## config.mk

```make
export PLATFORM = sky130hd
export DESIGN_NAME = pssps_status_bank
export DESIGN_NICKNAME = d
export VERILOG_FILES = /design/src/rtl/pssps_pkg.sv /design/src/rtl/pssps_wrap_counter.sv /design/src/rtl/pssps_status_bank.sv
export SDC_FILE = /design/constraint.sdc
export NUM_CORES = 1
export LEC_CHECK = 0
export BUFFER_PORTS_ARGS = -buffer_cell sky130_fd_sc_hd__buf_2
export CAP_MARGIN = 0
export CORE_MARGIN = 10
export CORE_UTILIZATION = 53
export CTS_BUF_LIST = sky130_fd_sc_hd__clkbuf_8
export CTS_CLUSTER_DIAMETER = 100
export DETAILED_ROUTE_END_ITERATION = 7
export PLACE_DENSITY = 0.89
export SYNTH_ARGS = -nofsm -noshare
export SYNTH_HDL_FRONTEND = slang
export SYNTH_SLANG_ARGS = --single-unit
```

## constraint.sdc

```tcl
create_clock -name clk -period 1.8 [get_ports clk]
set_input_delay 0.09 -clock clk [delete_from_list [all_inputs] [get_ports clk]]
set_output_delay 0.09 -clock clk [all_outputs]
set_load 0.03 [all_outputs]
```

## src/rtl/pssps_pkg.sv

```systemverilog
package pssps_pkg;
   // Register offsets
   localparam logic [7:0] SKEW_OFS       = 8'h55;
   localparam logic [7:0] STRAP_ONE_OFS  = 8'h6e;
   localparam logic [7:0] STRAP_TWO_OFS  = 8'h6f;
   localparam logic [7:0] BYTE_TOT_OFS   = 8'h71;
   localparam logic [7:0] ERR_OVF_OFS    = 8'h72;
   localparam logic [7:0] IRQ_STAT_OFS   = 8'h78;
   localparam logic [7:0] IRQ_EN_OFS     = 8'h79;
   localparam logic [7:0] IRQ_CLR_OFS    = 8'h7a;
   localparam logic [7:0] CHK_MODE_OFS   = 8'h7e;
   // Field positions
   localparam int SKEW_B_LSB   = 4;
   localparam int MIRROR_BIT   = 15;
   localparam int DSHIFT_BIT   = 14;
   localparam int REFOFF_BIT   = 13;
   localparam int PAROFF_BIT   = 12;
   localparam int SERON_BIT    = 11;
   localparam int AXOFF_BIT    = 10;
   localparam int FXOVER_BIT   = 9;
   localparam int HDUP_BIT     = 8;
   localparam int NEGOFF_BIT   = 7;
   localparam int NEGSEL_BIT   = 5;
   localparam int QDROP_BIT    = 10;
   localparam int TXSKEW_LSB   = 4;
   localparam int PKT_OVF_BIT  = 10;
   localparam int BYTE_OVF_BIT = 9;
   localparam int LOCK_BIT     = 0;
   localparam int LOCKCLR_BIT  = 1;
   // Interrupt status bits
   localparam int IRQ_BYTE_OVF = 0;
   localparam int IRQ_PKT_OVF  = 1;
   localparam int IRQ_ERR_OVF  = 2;
   localparam int IRQ_W        = 3;
   localparam logic [15:0] RESET_WORD = 16'h0000;
endpackage : pssps_pkg

```

## src/rtl/pssps_wrap_counter.sv

```systemverilog
`timescale 1ns/10ps
module pssps_wrap_counter #(
   parameter int W = 8
) (
   input  wire logic         clk,
   input  wire logic         arst_n,
   input  wire logic         clr,
   input  wire logic         inc,
   input  wire logic         saturate,
   output logic [W-1:0]      count_q,
   output logic              wrap
);
   // Wraps only when not saturating
   assign wrap = inc && !clr && !saturate && (&count_q);

   always_ff @(posedge clk or negedge arst_n) begin
      if (!arst_n) begin
         count_q <= '0;
      end else if (clr) begin
         count_q <= '0;
      end else if (inc && !(saturate && (&count_q))) begin
         count_q <= count_q + 1'b1;
      end
   end
endmodule : pssps_wrap_counter

```

## src/rtl/pssps_status_bank.sv

```systemverilog
`timescale 1ns/10ps
// How it works
// Skew register: lane B 7:4, A 3:0
// Bits 15,14,13: mirror, downshift, refout off
// Bit 12 parallel off, 11 serial on
// Bit 10 crossover off, 9 forced crossed
// Bit 8 half duplex, 7 negotiation off
// Bit 5 select, 3:0 address, 6,4 zero
// Register two bit 10 quick drop
// Register two 6:4 transmit delay strap
// Register two 2:0 receive delay, 3 zero
// Sixteen-bit byte total, resets zero
// Byte total saturates when mode zero
// Eight-bit bad byte total, saturating likewise
// Write bit 0 locks counter snapshot
// Write bit 1 clears counters, snapshots and wrap flags
// Packet wrap flag sticky until clear
// Byte wrap flag sticky until clear
// Unassigned bits of checker register zero
// Nonzero mode wraps and sets flag
// Straps captured at reset release, held
module pssps_status_bank
   import pssps_pkg::*;
#(
   parameter int BYTE_W = 16,
   parameter int ERR_W  = 8
) (
   input  wire logic        clk,
   input  wire logic        arst_n,
   input  wire logic [7:0]  addr,
   input  wire logic [15:0] wdata,
   input  wire logic        wr,
   input  wire logic        rd,
   output logic [15:0]      rdata,
   input  wire logic [3:0]  first_lane_align_offset,
   input  wire logic [3:0]  second_lane_align_offset,
   input  wire logic        strap_mirror,
   input  wire logic        strap_downshift,
   input  wire logic        strap_refout_off,
   input  wire logic        strap_parallel_mac_off,
   input  wire logic        strap_serial_mac_on,
   input  wire logic        strap_auto_crossover_off,
   input  wire logic        strap_forced_crossover,
   input  wire logic        strap_half_duplex,
   input  wire logic        strap_negotiation_off,
   input  wire logic        strap_negotiation_select,
   input  wire logic [3:0]  strap_mgmt_address,
   input  wire logic        strap_quick_drop,
   input  wire logic [2:0]  strap_tx_delay,
   input  wire logic [2:0]  strap_rx_delay,
   input  wire logic        chk_byte_valid,
   input  wire logic        chk_byte_bad,
   input  wire logic        chk_packet_wrap,
   output logic             irq
);
   //////////////////////////////////////////////////////////////////////////
   // Skew sampling, one register per lane
   logic [3:0] first_lane_q;
   logic [3:0] second_lane_q;

   always_ff @(posedge clk or negedge arst_n) begin
      if (!arst_n) begin
         first_lane_q <= '0;
      end else begin
         first_lane_q <= first_lane_align_offset;
      end
   end

   always_ff @(posedge clk or negedge arst_n) begin
      if (!arst_n) begin
         second_lane_q <= '0;
      end else begin
         second_lane_q <= second_lane_align_offset;
      end
   end

   //////////////////////////////////////////////////////////////////////////
   // Strap capture on the first edge after reset release
   logic        strap_done_q;
   logic        latched_mirror_q;
   logic        latched_downshift_q;
   logic        latched_refout_off_q;
   logic        latched_parallel_mac_off_q;
   logic        latched_serial_mac_on_q;
   logic        latched_auto_crossover_off_q;
   logic        latched_forced_crossover_q;
   logic        latched_half_duplex_q;
   logic        latched_negotiation_off_q;
   logic        latched_negotiation_select_q;
   logic [3:0]  latched_mgmt_address_q;
   logic        latched_quick_drop_q;
   logic [2:0]  latched_tx_delay_q;
   logic [2:0]  latched_rx_delay_q;
   logic [15:0] strap_one_word;
   logic [15:0] strap_two_word;

   // Pins keep moving after capture; only a new reset picks them up
   always_ff @(posedge clk or negedge arst_n) begin
      if (!arst_n) begin
         strap_done_q <= 1'b0;
      end else begin
         strap_done_q <= 1'b1;
      end
   end

   always_ff @(posedge clk or negedge arst_n) begin
      if (!arst_n) begin
         latched_mirror_q             <= 1'b0;
         latched_downshift_q          <= 1'b0;
         latched_refout_off_q         <= 1'b0;
         latched_parallel_mac_off_q   <= 1'b0;
         latched_serial_mac_on_q      <= 1'b0;
         latched_auto_crossover_off_q <= 1'b0;
         latched_forced_crossover_q   <= 1'b0;
         latched_half_duplex_q        <= 1'b0;
         latched_negotiation_off_q    <= 1'b0;
         latched_negotiation_select_q <= 1'b0;
         latched_mgmt_address_q       <= 4'h0;
      end else if (!strap_done_q) begin
         latched_mirror_q             <= strap_mirror;
         latched_downshift_q          <= strap_downshift;
         latched_refout_off_q         <= strap_refout_off;
         latched_parallel_mac_off_q   <= strap_parallel_mac_off;
         latched_serial_mac_on_q      <= strap_serial_mac_on;
         latched_auto_crossover_off_q <= strap_auto_crossover_off;
         latched_forced_crossover_q   <= strap_forced_crossover;
         latched_half_duplex_q        <= strap_half_duplex;
         latched_negotiation_off_q    <= strap_negotiation_off;
         latched_negotiation_select_q <= strap_negotiation_select;
         latched_mgmt_address_q       <= strap_mgmt_address;
      end
   end

   always_ff @(posedge clk or negedge arst_n) begin
      if (!arst_n) begin
         latched_quick_drop_q <= 1'b0;
         latched_tx_delay_q   <= 3'h0;
         latched_rx_delay_q   <= 3'h0;
      end else if (!strap_done_q) begin
         latched_quick_drop_q <= strap_quick_drop;
         latched_tx_delay_q   <= strap_tx_delay;
         latched_rx_delay_q   <= strap_rx_delay;
      end
   end

   always_comb begin
      strap_one_word               = RESET_WORD;
      strap_one_word[MIRROR_BIT]   = latched_mirror_q;
      strap_one_word[DSHIFT_BIT]   = latched_downshift_q;
      strap_one_word[REFOFF_BIT]   = latched_refout_off_q;
      strap_one_word[PAROFF_BIT]   = latched_parallel_mac_off_q;
      strap_one_word[SERON_BIT]    = latched_serial_mac_on_q;
      strap_one_word[AXOFF_BIT]    = latched_auto_crossover_off_q;
      strap_one_word[FXOVER_BIT]   = latched_forced_crossover_q;
      strap_one_word[HDUP_BIT]     = latched_half_duplex_q;
      strap_one_word[NEGOFF_BIT]   = latched_negotiation_off_q;
      strap_one_word[NEGSEL_BIT]   = latched_negotiation_select_q;
      strap_one_word[3:0]          = latched_mgmt_address_q;
      strap_two_word               = RESET_WORD;
      strap_two_word[QDROP_BIT]    = latched_quick_drop_q;
      strap_two_word[TXSKEW_LSB +: 3] = latched_tx_delay_q;
      strap_two_word[2:0]          = latched_rx_delay_q;
   end

   //////////////////////////////////////////////////////////////////////////
   // Register write strobes
   logic wr_chk;
   logic wr_mode;
   logic wr_irq_en;
   logic wr_irq_clr;

   assign wr_chk     = wr && (addr == ERR_OVF_OFS);
   assign wr_mode    = wr && (addr == CHK_MODE_OFS);
   assign wr_irq_en  = wr && (addr == IRQ_EN_OFS);
   assign wr_irq_clr = wr && (addr == IRQ_CLR_OFS);

   //////////////////////////////////////////////////////////////////////////
   // Checker counters
   logic              mode_q;
   logic              lock_pulse;
   logic              clear_pulse;
   logic              saturate;
   logic [BYTE_W-1:0] byte_cnt;
   logic [ERR_W-1:0]  err_cnt;
   logic              byte_wrap;
   logic              err_wrap;

   assign saturate    = (mode_q == 1'b0);
   assign lock_pulse  = wr_chk && wdata[LOCK_BIT];
   assign clear_pulse = wr_chk && wdata[LOCKCLR_BIT];

   pssps_wrap_counter #(.W(BYTE_W)) u_byte_cnt (
      .clk      (clk),
      .arst_n   (arst_n),
      .clr      (clear_pulse),
      .inc      (chk_byte_valid),
      .saturate (saturate),
      .count_q  (byte_cnt),
      .wrap     (byte_wrap)
   );

   pssps_wrap_counter #(.W(ERR_W)) u_err_cnt (
      .clk      (clk),
      .arst_n   (arst_n),
      .clr      (clear_pulse),
      .inc      (chk_byte_valid && chk_byte_bad),
      .saturate (saturate),
      .count_q  (err_cnt),
      .wrap     (err_wrap)
   );

   always_ff @(posedge clk or negedge arst_n) begin
      if (!arst_n) begin
         mode_q <= 1'b0;
      end else if (wr_mode) begin
         mode_q <= wdata[0];
      end
   end

   //////////////////////////////////////////////////////////////////////////
   // Snapshot taken on lock; clear zeroes it
   logic [BYTE_W-1:0] byte_snap_q;
   logic [ERR_W-1:0]  err_snap_q;

   // Live counters are seen by software only through this copy
   always_ff @(posedge clk or negedge arst_n) begin
      if (!arst_n) begin
         byte_snap_q <= '0;
      end else if (clear_pulse) begin
         byte_snap_q <= '0;
      end else if (lock_pulse) begin
         byte_snap_q <= byte_cnt;
      end
   end

   always_ff @(posedge clk or negedge arst_n) begin
      if (!arst_n) begin
         err_snap_q <= '0;
      end else if (clear_pulse) begin
         err_snap_q <= '0;
      end else if (lock_pulse) begin
         err_snap_q <= err_cnt;
      end
   end

   //////////////////////////////////////////////////////////////////////////
   // Wrap flags: a packet wrap beats clear in the same cycle; clear suppresses a byte wrap
   logic pkt_ovf_q;
   logic byte_ovf_q;

   always_ff @(posedge clk or negedge arst_n) begin
      if (!arst_n) begin
         pkt_ovf_q <= 1'b0;
      end else if (chk_packet_wrap) begin
         pkt_ovf_q <= 1'b1;
      end else if (clear_pulse) begin
         pkt_ovf_q <= 1'b0;
      end
   end

   always_ff @(posedge clk or negedge arst_n) begin
      if (!arst_n) begin
         byte_ovf_q <= 1'b0;
      end else if (byte_wrap) begin
         byte_ovf_q <= 1'b1;
      end else if (clear_pulse) begin
         byte_ovf_q <= 1'b0;
      end
   end

   //////////////////////////////////////////////////////////////////////////
   // Interrupt status, enable, clear
   logic [IRQ_W-1:0] irq_stat_q;
   logic [IRQ_W-1:0] irq_en_q;
   logic [IRQ_W-1:0] irq_evt;
   logic [IRQ_W-1:0] irq_clr;

   always_comb begin
      irq_evt               = '0;
      irq_evt[IRQ_BYTE_OVF] = byte_wrap;
      irq_evt[IRQ_PKT_OVF]  = chk_packet_wrap;
      irq_evt[IRQ_ERR_OVF]  = err_wrap;
   end

   always_comb begin
      irq_clr = '0;
      if (wr_irq_clr) begin
         irq_clr = wdata[IRQ_W-1:0];
      end
   end

   always_ff @(posedge clk or negedge arst_n) begin
      if (!arst_n) begin
         irq_stat_q <= '0;
      end else begin
         irq_stat_q <= (irq_stat_q & ~irq_clr) | irq_evt;
      end
   end

   always_ff @(posedge clk or negedge arst_n) begin
      if (!arst_n) begin
         irq_en_q <= '0;
      end else if (wr_irq_en) begin
         irq_en_q <= wdata[IRQ_W-1:0];
      end
   end

   assign irq = |(irq_stat_q & irq_en_q);

   //////////////////////////////////////////////////////////////////////////
   // Read port, data one cycle after strobe
   logic [15:0] rd_d;

   always_comb begin
      rd_d = RESET_WORD;
      if (addr == SKEW_OFS) begin
         rd_d[SKEW_B_LSB +: 4] = second_lane_q;
         rd_d[3:0]             = first_lane_q;
      end else if (addr == STRAP_ONE_OFS) begin
         rd_d = strap_one_word;
      end else if (addr == STRAP_TWO_OFS) begin
         rd_d = strap_two_word;
      end else if (addr == BYTE_TOT_OFS) begin
         rd_d[BYTE_W-1:0] = byte_snap_q;
      end else if (addr == ERR_OVF_OFS) begin
         rd_d[ERR_W-1:0]   = err_snap_q;
         rd_d[PKT_OVF_BIT]  = pkt_ovf_q;
         rd_d[BYTE_OVF_BIT] = byte_ovf_q;
      end else if (addr == IRQ_STAT_OFS) begin
         rd_d[IRQ_W-1:0] = irq_stat_q;
      end else if (addr == IRQ_EN_OFS) begin
         rd_d[IRQ_W-1:0] = irq_en_q;
      end else if (addr == CHK_MODE_OFS) begin
         rd_d[0] = mode_q;
      end
   end

   always_ff @(posedge clk or negedge arst_n) begin
      if (!arst_n) begin
         rdata <= RESET_WORD;
      end else if (rd) begin
         rdata <= rd_d;
      end else begin
         rdata <= RESET_WORD;
      end
   end
endmodule : pssps_status_bank

```

; ---- Word level (Yosys, flattened, before mapping)
; Index checks and enable logic that the tools add are counted.
[classes]
bitwise_logic = 5
eq_ne = 9
addsub = 2
mux = 28
reduce_logical = 28
[op_table]
columns = op, n
row1 = 16-bit two-way mux, 7
row2 = 8-bit by 7-bit == test with 1-bit output (second input constant), 9
row3 = 8-bit two-way mux, 7
row4 = 1-bit logical AND, 17
row5 = 16-bit by 1-bit adder with 16-bit output (second input constant), 1
row6 = 16-bit AND reduction, 1
row7 = 5-bit two-way mux, 2
row8 = 2-bit nonzero test, 5
row9 = 3-bit two-way mux, 3
row10 = 8-bit by 1-bit adder with 8-bit output (second input constant), 1
row11 = 8-bit AND reduction, 1
row12 = 3-bit bitwise AND, 2
row13 = 1-bit two-way mux, 6
row14 = 2-bit two-way mux, 3
row15 = 1-bit zero test, 3
row16 = 3-bit inverter, 1
row17 = 3-bit OR, 1
row18 = 3-bit OR reduction, 1
row19 = 1-bit inverter, 1
[word_totals]
elab_cells = 99
regBits = 103
inputBits = 60
out_inout_bits = 17

; ---- Logic depth before layout (Yosys ltp)
[logic_depth]
depth_word = 10
ltp_mapped = 7

; ---- Hierarchy
; A second synthesis with hierarchy kept.
[unflattened]
cells_unflattened = 438
area_unflattened_um2 = 4745.8
[modules_own_cells]
columns = mod, instances, cells_per_inst, area_per_inst_um2
row1 = pssps_status_bank, 1, 301, 3420.8
row2 = pssps_wrap_counter (u_byte_cnt), 1, 94, 908.4
row3 = pssps_wrap_counter (u_err_cnt), 1, 43, 416.6

; ---- Least setup slack after synthesis
; OpenSTA, ideal clock, no wires.
[synth_path]
path_kind = flip-flop to flip-flop
from = register u_byte_cnt.count_q[0]
to = register u_byte_cnt.count_q[0]
setup_time_ns = 0.121
path_stages_with_launch = 7
slack_ns = 0.124
synth_period_minus_slack_ns = 1.676
arrival_time_ns = 1.555
required_time_ns = 1.679
cell_sequence = dfrtp_1 > ha_1 > nand2_1 > or3_1 > o21ai_0 > xor2_1 > nor2_1
[synth_via]
elab_chain_len = 5
elab_cells_between_ends = 8
classes_between = add/sub (1) / mux (2) / reduce/logical (5)
[synth_rtl]
columns = item, line_no
row1 = from (decl), pssps_wrap_counter.sv:10  ; output logic [W-1:0] count_q,
row2 = from (signal assigned), pssps_wrap_counter.sv:22  ; count_q <= count_q + 1'b1;
row3 = "parallel branches: the longest is 5 deep, another holds 16-bit by 1-bit adder with 16-bit output", -
; Parallel ways; which one is timed is not known. The select of a mux whose other input is x is not followed.
; A chain may end at the register's enable or synchronous reset.

; ---- Worst setup path after layout
[layout_path]
from = register u_byte_cnt.count_q[6]
to = register irq_stat_q[0]
[layout_via]
elab_chain_len = 3
[layout_rtl]
columns = item, line_no
row1 = 16-bit AND reduction, pssps_wrap_counter.sv:14  ; assign wrap = inc && !clr && !saturate && (&count_q);
row2 = 1-bit logical AND, pssps_wrap_counter.sv:14
row3 = 3-bit OR, pssps_status_bank.sv:296  ; irq_stat_q <= (irq_stat_q & ~irq_clr) | irq_evt;
row4 = to (signal assigned), pssps_status_bank.sv:296
row5 = to (decl), pssps_status_bank.sv:273  ; logic [IRQ_W-1:0] irq_stat_q;
; No other way between the ends.

==> results.md <==
* Status: completed
* CP Cell Sequence: and4_1 -> nand4_1 -> nor4_1 -> buf_4 -> a22o_1
* GP Congestion at 0.947
* Drt pass-1 iters at 5
* R2r setup slk at 0.10 ns
* Mux cell area share after synthesis at 0.0726
* Nets@finish at 583
* Post-synthesis compound-gate area fraction at 0.147
* Vias/cell at 6.16
* Pin count of the biggest net entering global routing at 40
* HP Class: primary input to flip-flop
* Max Cap Violations at 0
* # rows at 34
* Initial core utilization at 0.538
* Inserted Diodes at 0
* DRT Wirelength at 13100 µm
* Crit-path max FO at 7
* Placed cell count at 585
* Cells after synthesis at 403
* WP data arrival at 2.02 ns
* Core Region at 8590 µm²
* Crit path required time at 2.12 ns
* Clk_skew at 0.00942 ns
* Synth Area per Inst at 11.5 µm²
* Pre-CTS setup slack at 0.138 ns
* CTS sink cnt at 103
* DP HPWL at 8500 µm
* Largest cells by area after synthesis: dfrtp_1 56%, mux2_2 6.8%, a22o_1 5.5%
* CTS tree: built
* Worst setup margin at 0.101 ns
* # port buffers at 63
* Worst VDD drop at 0.386 mV
* CP Capture Type: flip-flop
* # DRC at 0
* Chip height at 113 µm
* Crit start category: flip-flop
* Tmin final at 1.70 ns
* Initial antenna violation count at 0
* Final Max Slew Viols at 0
* Final core occ at 0.671
* P per Cell Area at 860 nW/µm²
* Post-synth top flop: dfrtp_1
* Post-synth top area cell: dfrtp_1
* Setup TNS at 0 ns
* Post-synth EDFFs at 0
* Sequential fraction of the synthesis area at 0.558
* Vias in the first global route at 3993
* CTS buffer count at 9
* Delay-heaviest family, CP: simple AND/OR/NAND/NOR gates
* Static Leakage at 2.65 nW
* Root Driver: clkbuf_8
* Largest family of logic cells by synthesized area: simple AND/OR/NAND/NOR gates
* Yosys warnings at 0
* GR Overflow Total at 0
* Fill count at 590
* WHS at 0.00999 ns
* Chip width at 113 µm
* Via count at 3905
* Share of layout cells above drive strength 1 at 0.279
* Syn_nets at 465
* Unrepaired setup endpoints after global routing: yes
* Area Growth Syn to Fin at 24.8%
* Routed len/inst at 20.7 µm
* Post-synthesis cell type count at 53
* FMAX at 589 MHz
* CTS Buffer Depth at 2
* Clk_lat worst skew at 0.38 ns
* Critical setup path kind: flip-flop to flip-flop
* CP max-delay cell: dfrtp_1
* First-pass GRT wire length at 21000 µm
* Clock slew at reported path FFs at 0.10 ns
* Worst path buffer plus inverter count at 1
* H-tree levels at 3
* DR iter-0 viols at 442
* Synth Area in XOR/XNOR at 0.0303
* Async SR Flop Fraction at 1.00
* Final ANT Viol Nets at 0
* Setup Viol. Count Final at 0
* CP max stage delay at 0.39 ns
* Period utilization at 0.944
* Top-area cell type share of the netlist area at 0.558
* Final hold vios at 0
* Post-synthesis sequential element count at 103
* Post-Syn Area at 4620 µm²
* I/O pin cnt at 77
* Die area at 12900 µm²
* Post-synthesis simple-gate area fraction at 0.160
* Post-synthesis adder-cell area fraction at 0.00541
* Fin cells at 634
* Tot GR Track Use at 0.203
## cells in the mapped netlist (3+ instances only)
library cell / number
nand4_1: 12
nand3_1: 10
and3_1: 6
xor2_1: 5
buf_6: 3
o21ai_0: 9
nor3_1: 7
clkbuf_1: 9
xnor2_1: 11
nor4_1: 5
a21o_1: 4
nand3b_1: 3
dfrtp_1: 103
nand2_1: 20
buf_2: 5
nor2b_1: 4
and2_1: 4
nand2b_1: 3
a31oi_1: 6
nor2_1: 40
a22o_1: 29
and4_1: 4
inv_1: 5
o221ai_1: 4
mux2_2: 28
and4b_1: 3
a22oi_1: 11
a21oi_1: 16
## kinds of logic (layout without fill, tap and decap cells)
| family | after synthesis | count (layout) |
|---|---|---|
| XOR/XNOR | 16 | 16 |
| other | 1 | 1 |
| adder cells (fa/ha/maj) | 2 | 2 |
| AND/OR/NAND/NOR | 135 | 135 |
| multiplexers | 30 | 30 |
| buffers and inverters | 24 | 147 |
| AO/OA/AOI/OAI | 92 | 92 |
| flip-flops | 103 | 103 |
## worst min-delay path: stages
cell and delay (ns):
buf_2 0.13, nand2_1 0.06, o21ai_0 0.07
## what timing repair did
item,4_1_cts,5_1_grt
resized for setup,0,5
hold buffers,32,0
setup endpoints to repair,0,8
buffers inserted,0,1
hold endpoints to repair,92,0
## power by group
group | leakage [nW] | switching [mW] | total (mW) | internal, mW
clock network | 0.0896 | 0.836 | 1.36 | 0.520
registers | 1.32 | 0.190 | 2.71 | 2.52
logic | 1.24 | 0.463 | 0.896 | 0.434
total | 2.65 | 1.49 | 4.96 | 3.47
## cells in the final DEF, fill, tap and decap left out, drive strengths merged, types with 9 or more instances in the layout
cell type,count
nand2,20
xnor2,11
nor2,40
clkbuf,9
buf,94
nand3,10
a22o,29
dlygate4sd3,32
a21oi,16
a22oi,11
o21ai,9
dfrtp,103
inv,9
nor3,9
nand4,12
mux2,28
## sequential cells by signal, indices dropped and copies added (netlist names), 3 cells and up
register and cells:
err_snap_q 8, irq_stat_q 3, latched_mgmt_address_q 4, u_byte_cnt.count_q 16, latched_rx_delay_q 3, latched_tx_delay_q 3
second_lane_q 4, irq_en_q 3, byte_snap_q 16, rdata 16, first_lane_q 4, u_err_cnt.count_q 8
## metal layers
| layer | share of wire | GRT usage | wire [µm] |
|---|---|---|---|
| met4 | 0.044 | 0.106 | 583 |
| met1 | 0.39 | 0.233 | 5110 |
| met3 | 0.071 | 0.0472 | 924 |
| met5 | 0 | 0 | 0 |
| met2 | 0.49 | 0.347 | 6480 |
## metrics by stage
step                      total power [mW]  cell area (µm²)
after floorplan                       3.15             4620
after global placement                3.50             5250
after CTS                             4.93             5750
after global routing                  5.17             5770
after detailed placement              3.56             5250
final                                 4.96             5770
## layout make-up
class | instances | area, µm² | area share
sequential | 103 | 2580 | 0.447
multi-input combinational | 276 | 1930 | 0.335
timing repair buffer | 126 | 921 | 0.160
tap | 108 | 135 | 0.0234
clock buffer | 9 | 124 | 0.0215
clock inverter | 7 | 56.3 | 0.00976
inverter | 5 | 18.8 | 0.00325
## final timing paths
path                                                     end  depth (start not counted)                               from
max                                  irq_stat_q[0]$_DFF_PN0_                          5  u_byte_cnt.count_q[6]$_DFFE_PN0P_
min in group asynchronous  latched_rx_delay_q[1]$_DFFE_PN0N_                          2                             arst_n
max in group asynchronous  u_byte_cnt.count_q[7]$_DFFE_PN0P_                          3                             arst_n
max reg2reg                          irq_stat_q[0]$_DFF_PN0_                          5  u_byte_cnt.count_q[6]$_DFFE_PN0P_
min reg2reg                            pkt_ovf_q$_DFFE_PN0P_                          1              pkt_ovf_q$_DFFE_PN0P_
min                                       mode_q$_DFFE_PN0P_                          3                           wdata[0]
Note: power is estimated with default switching activity, not from simulation.
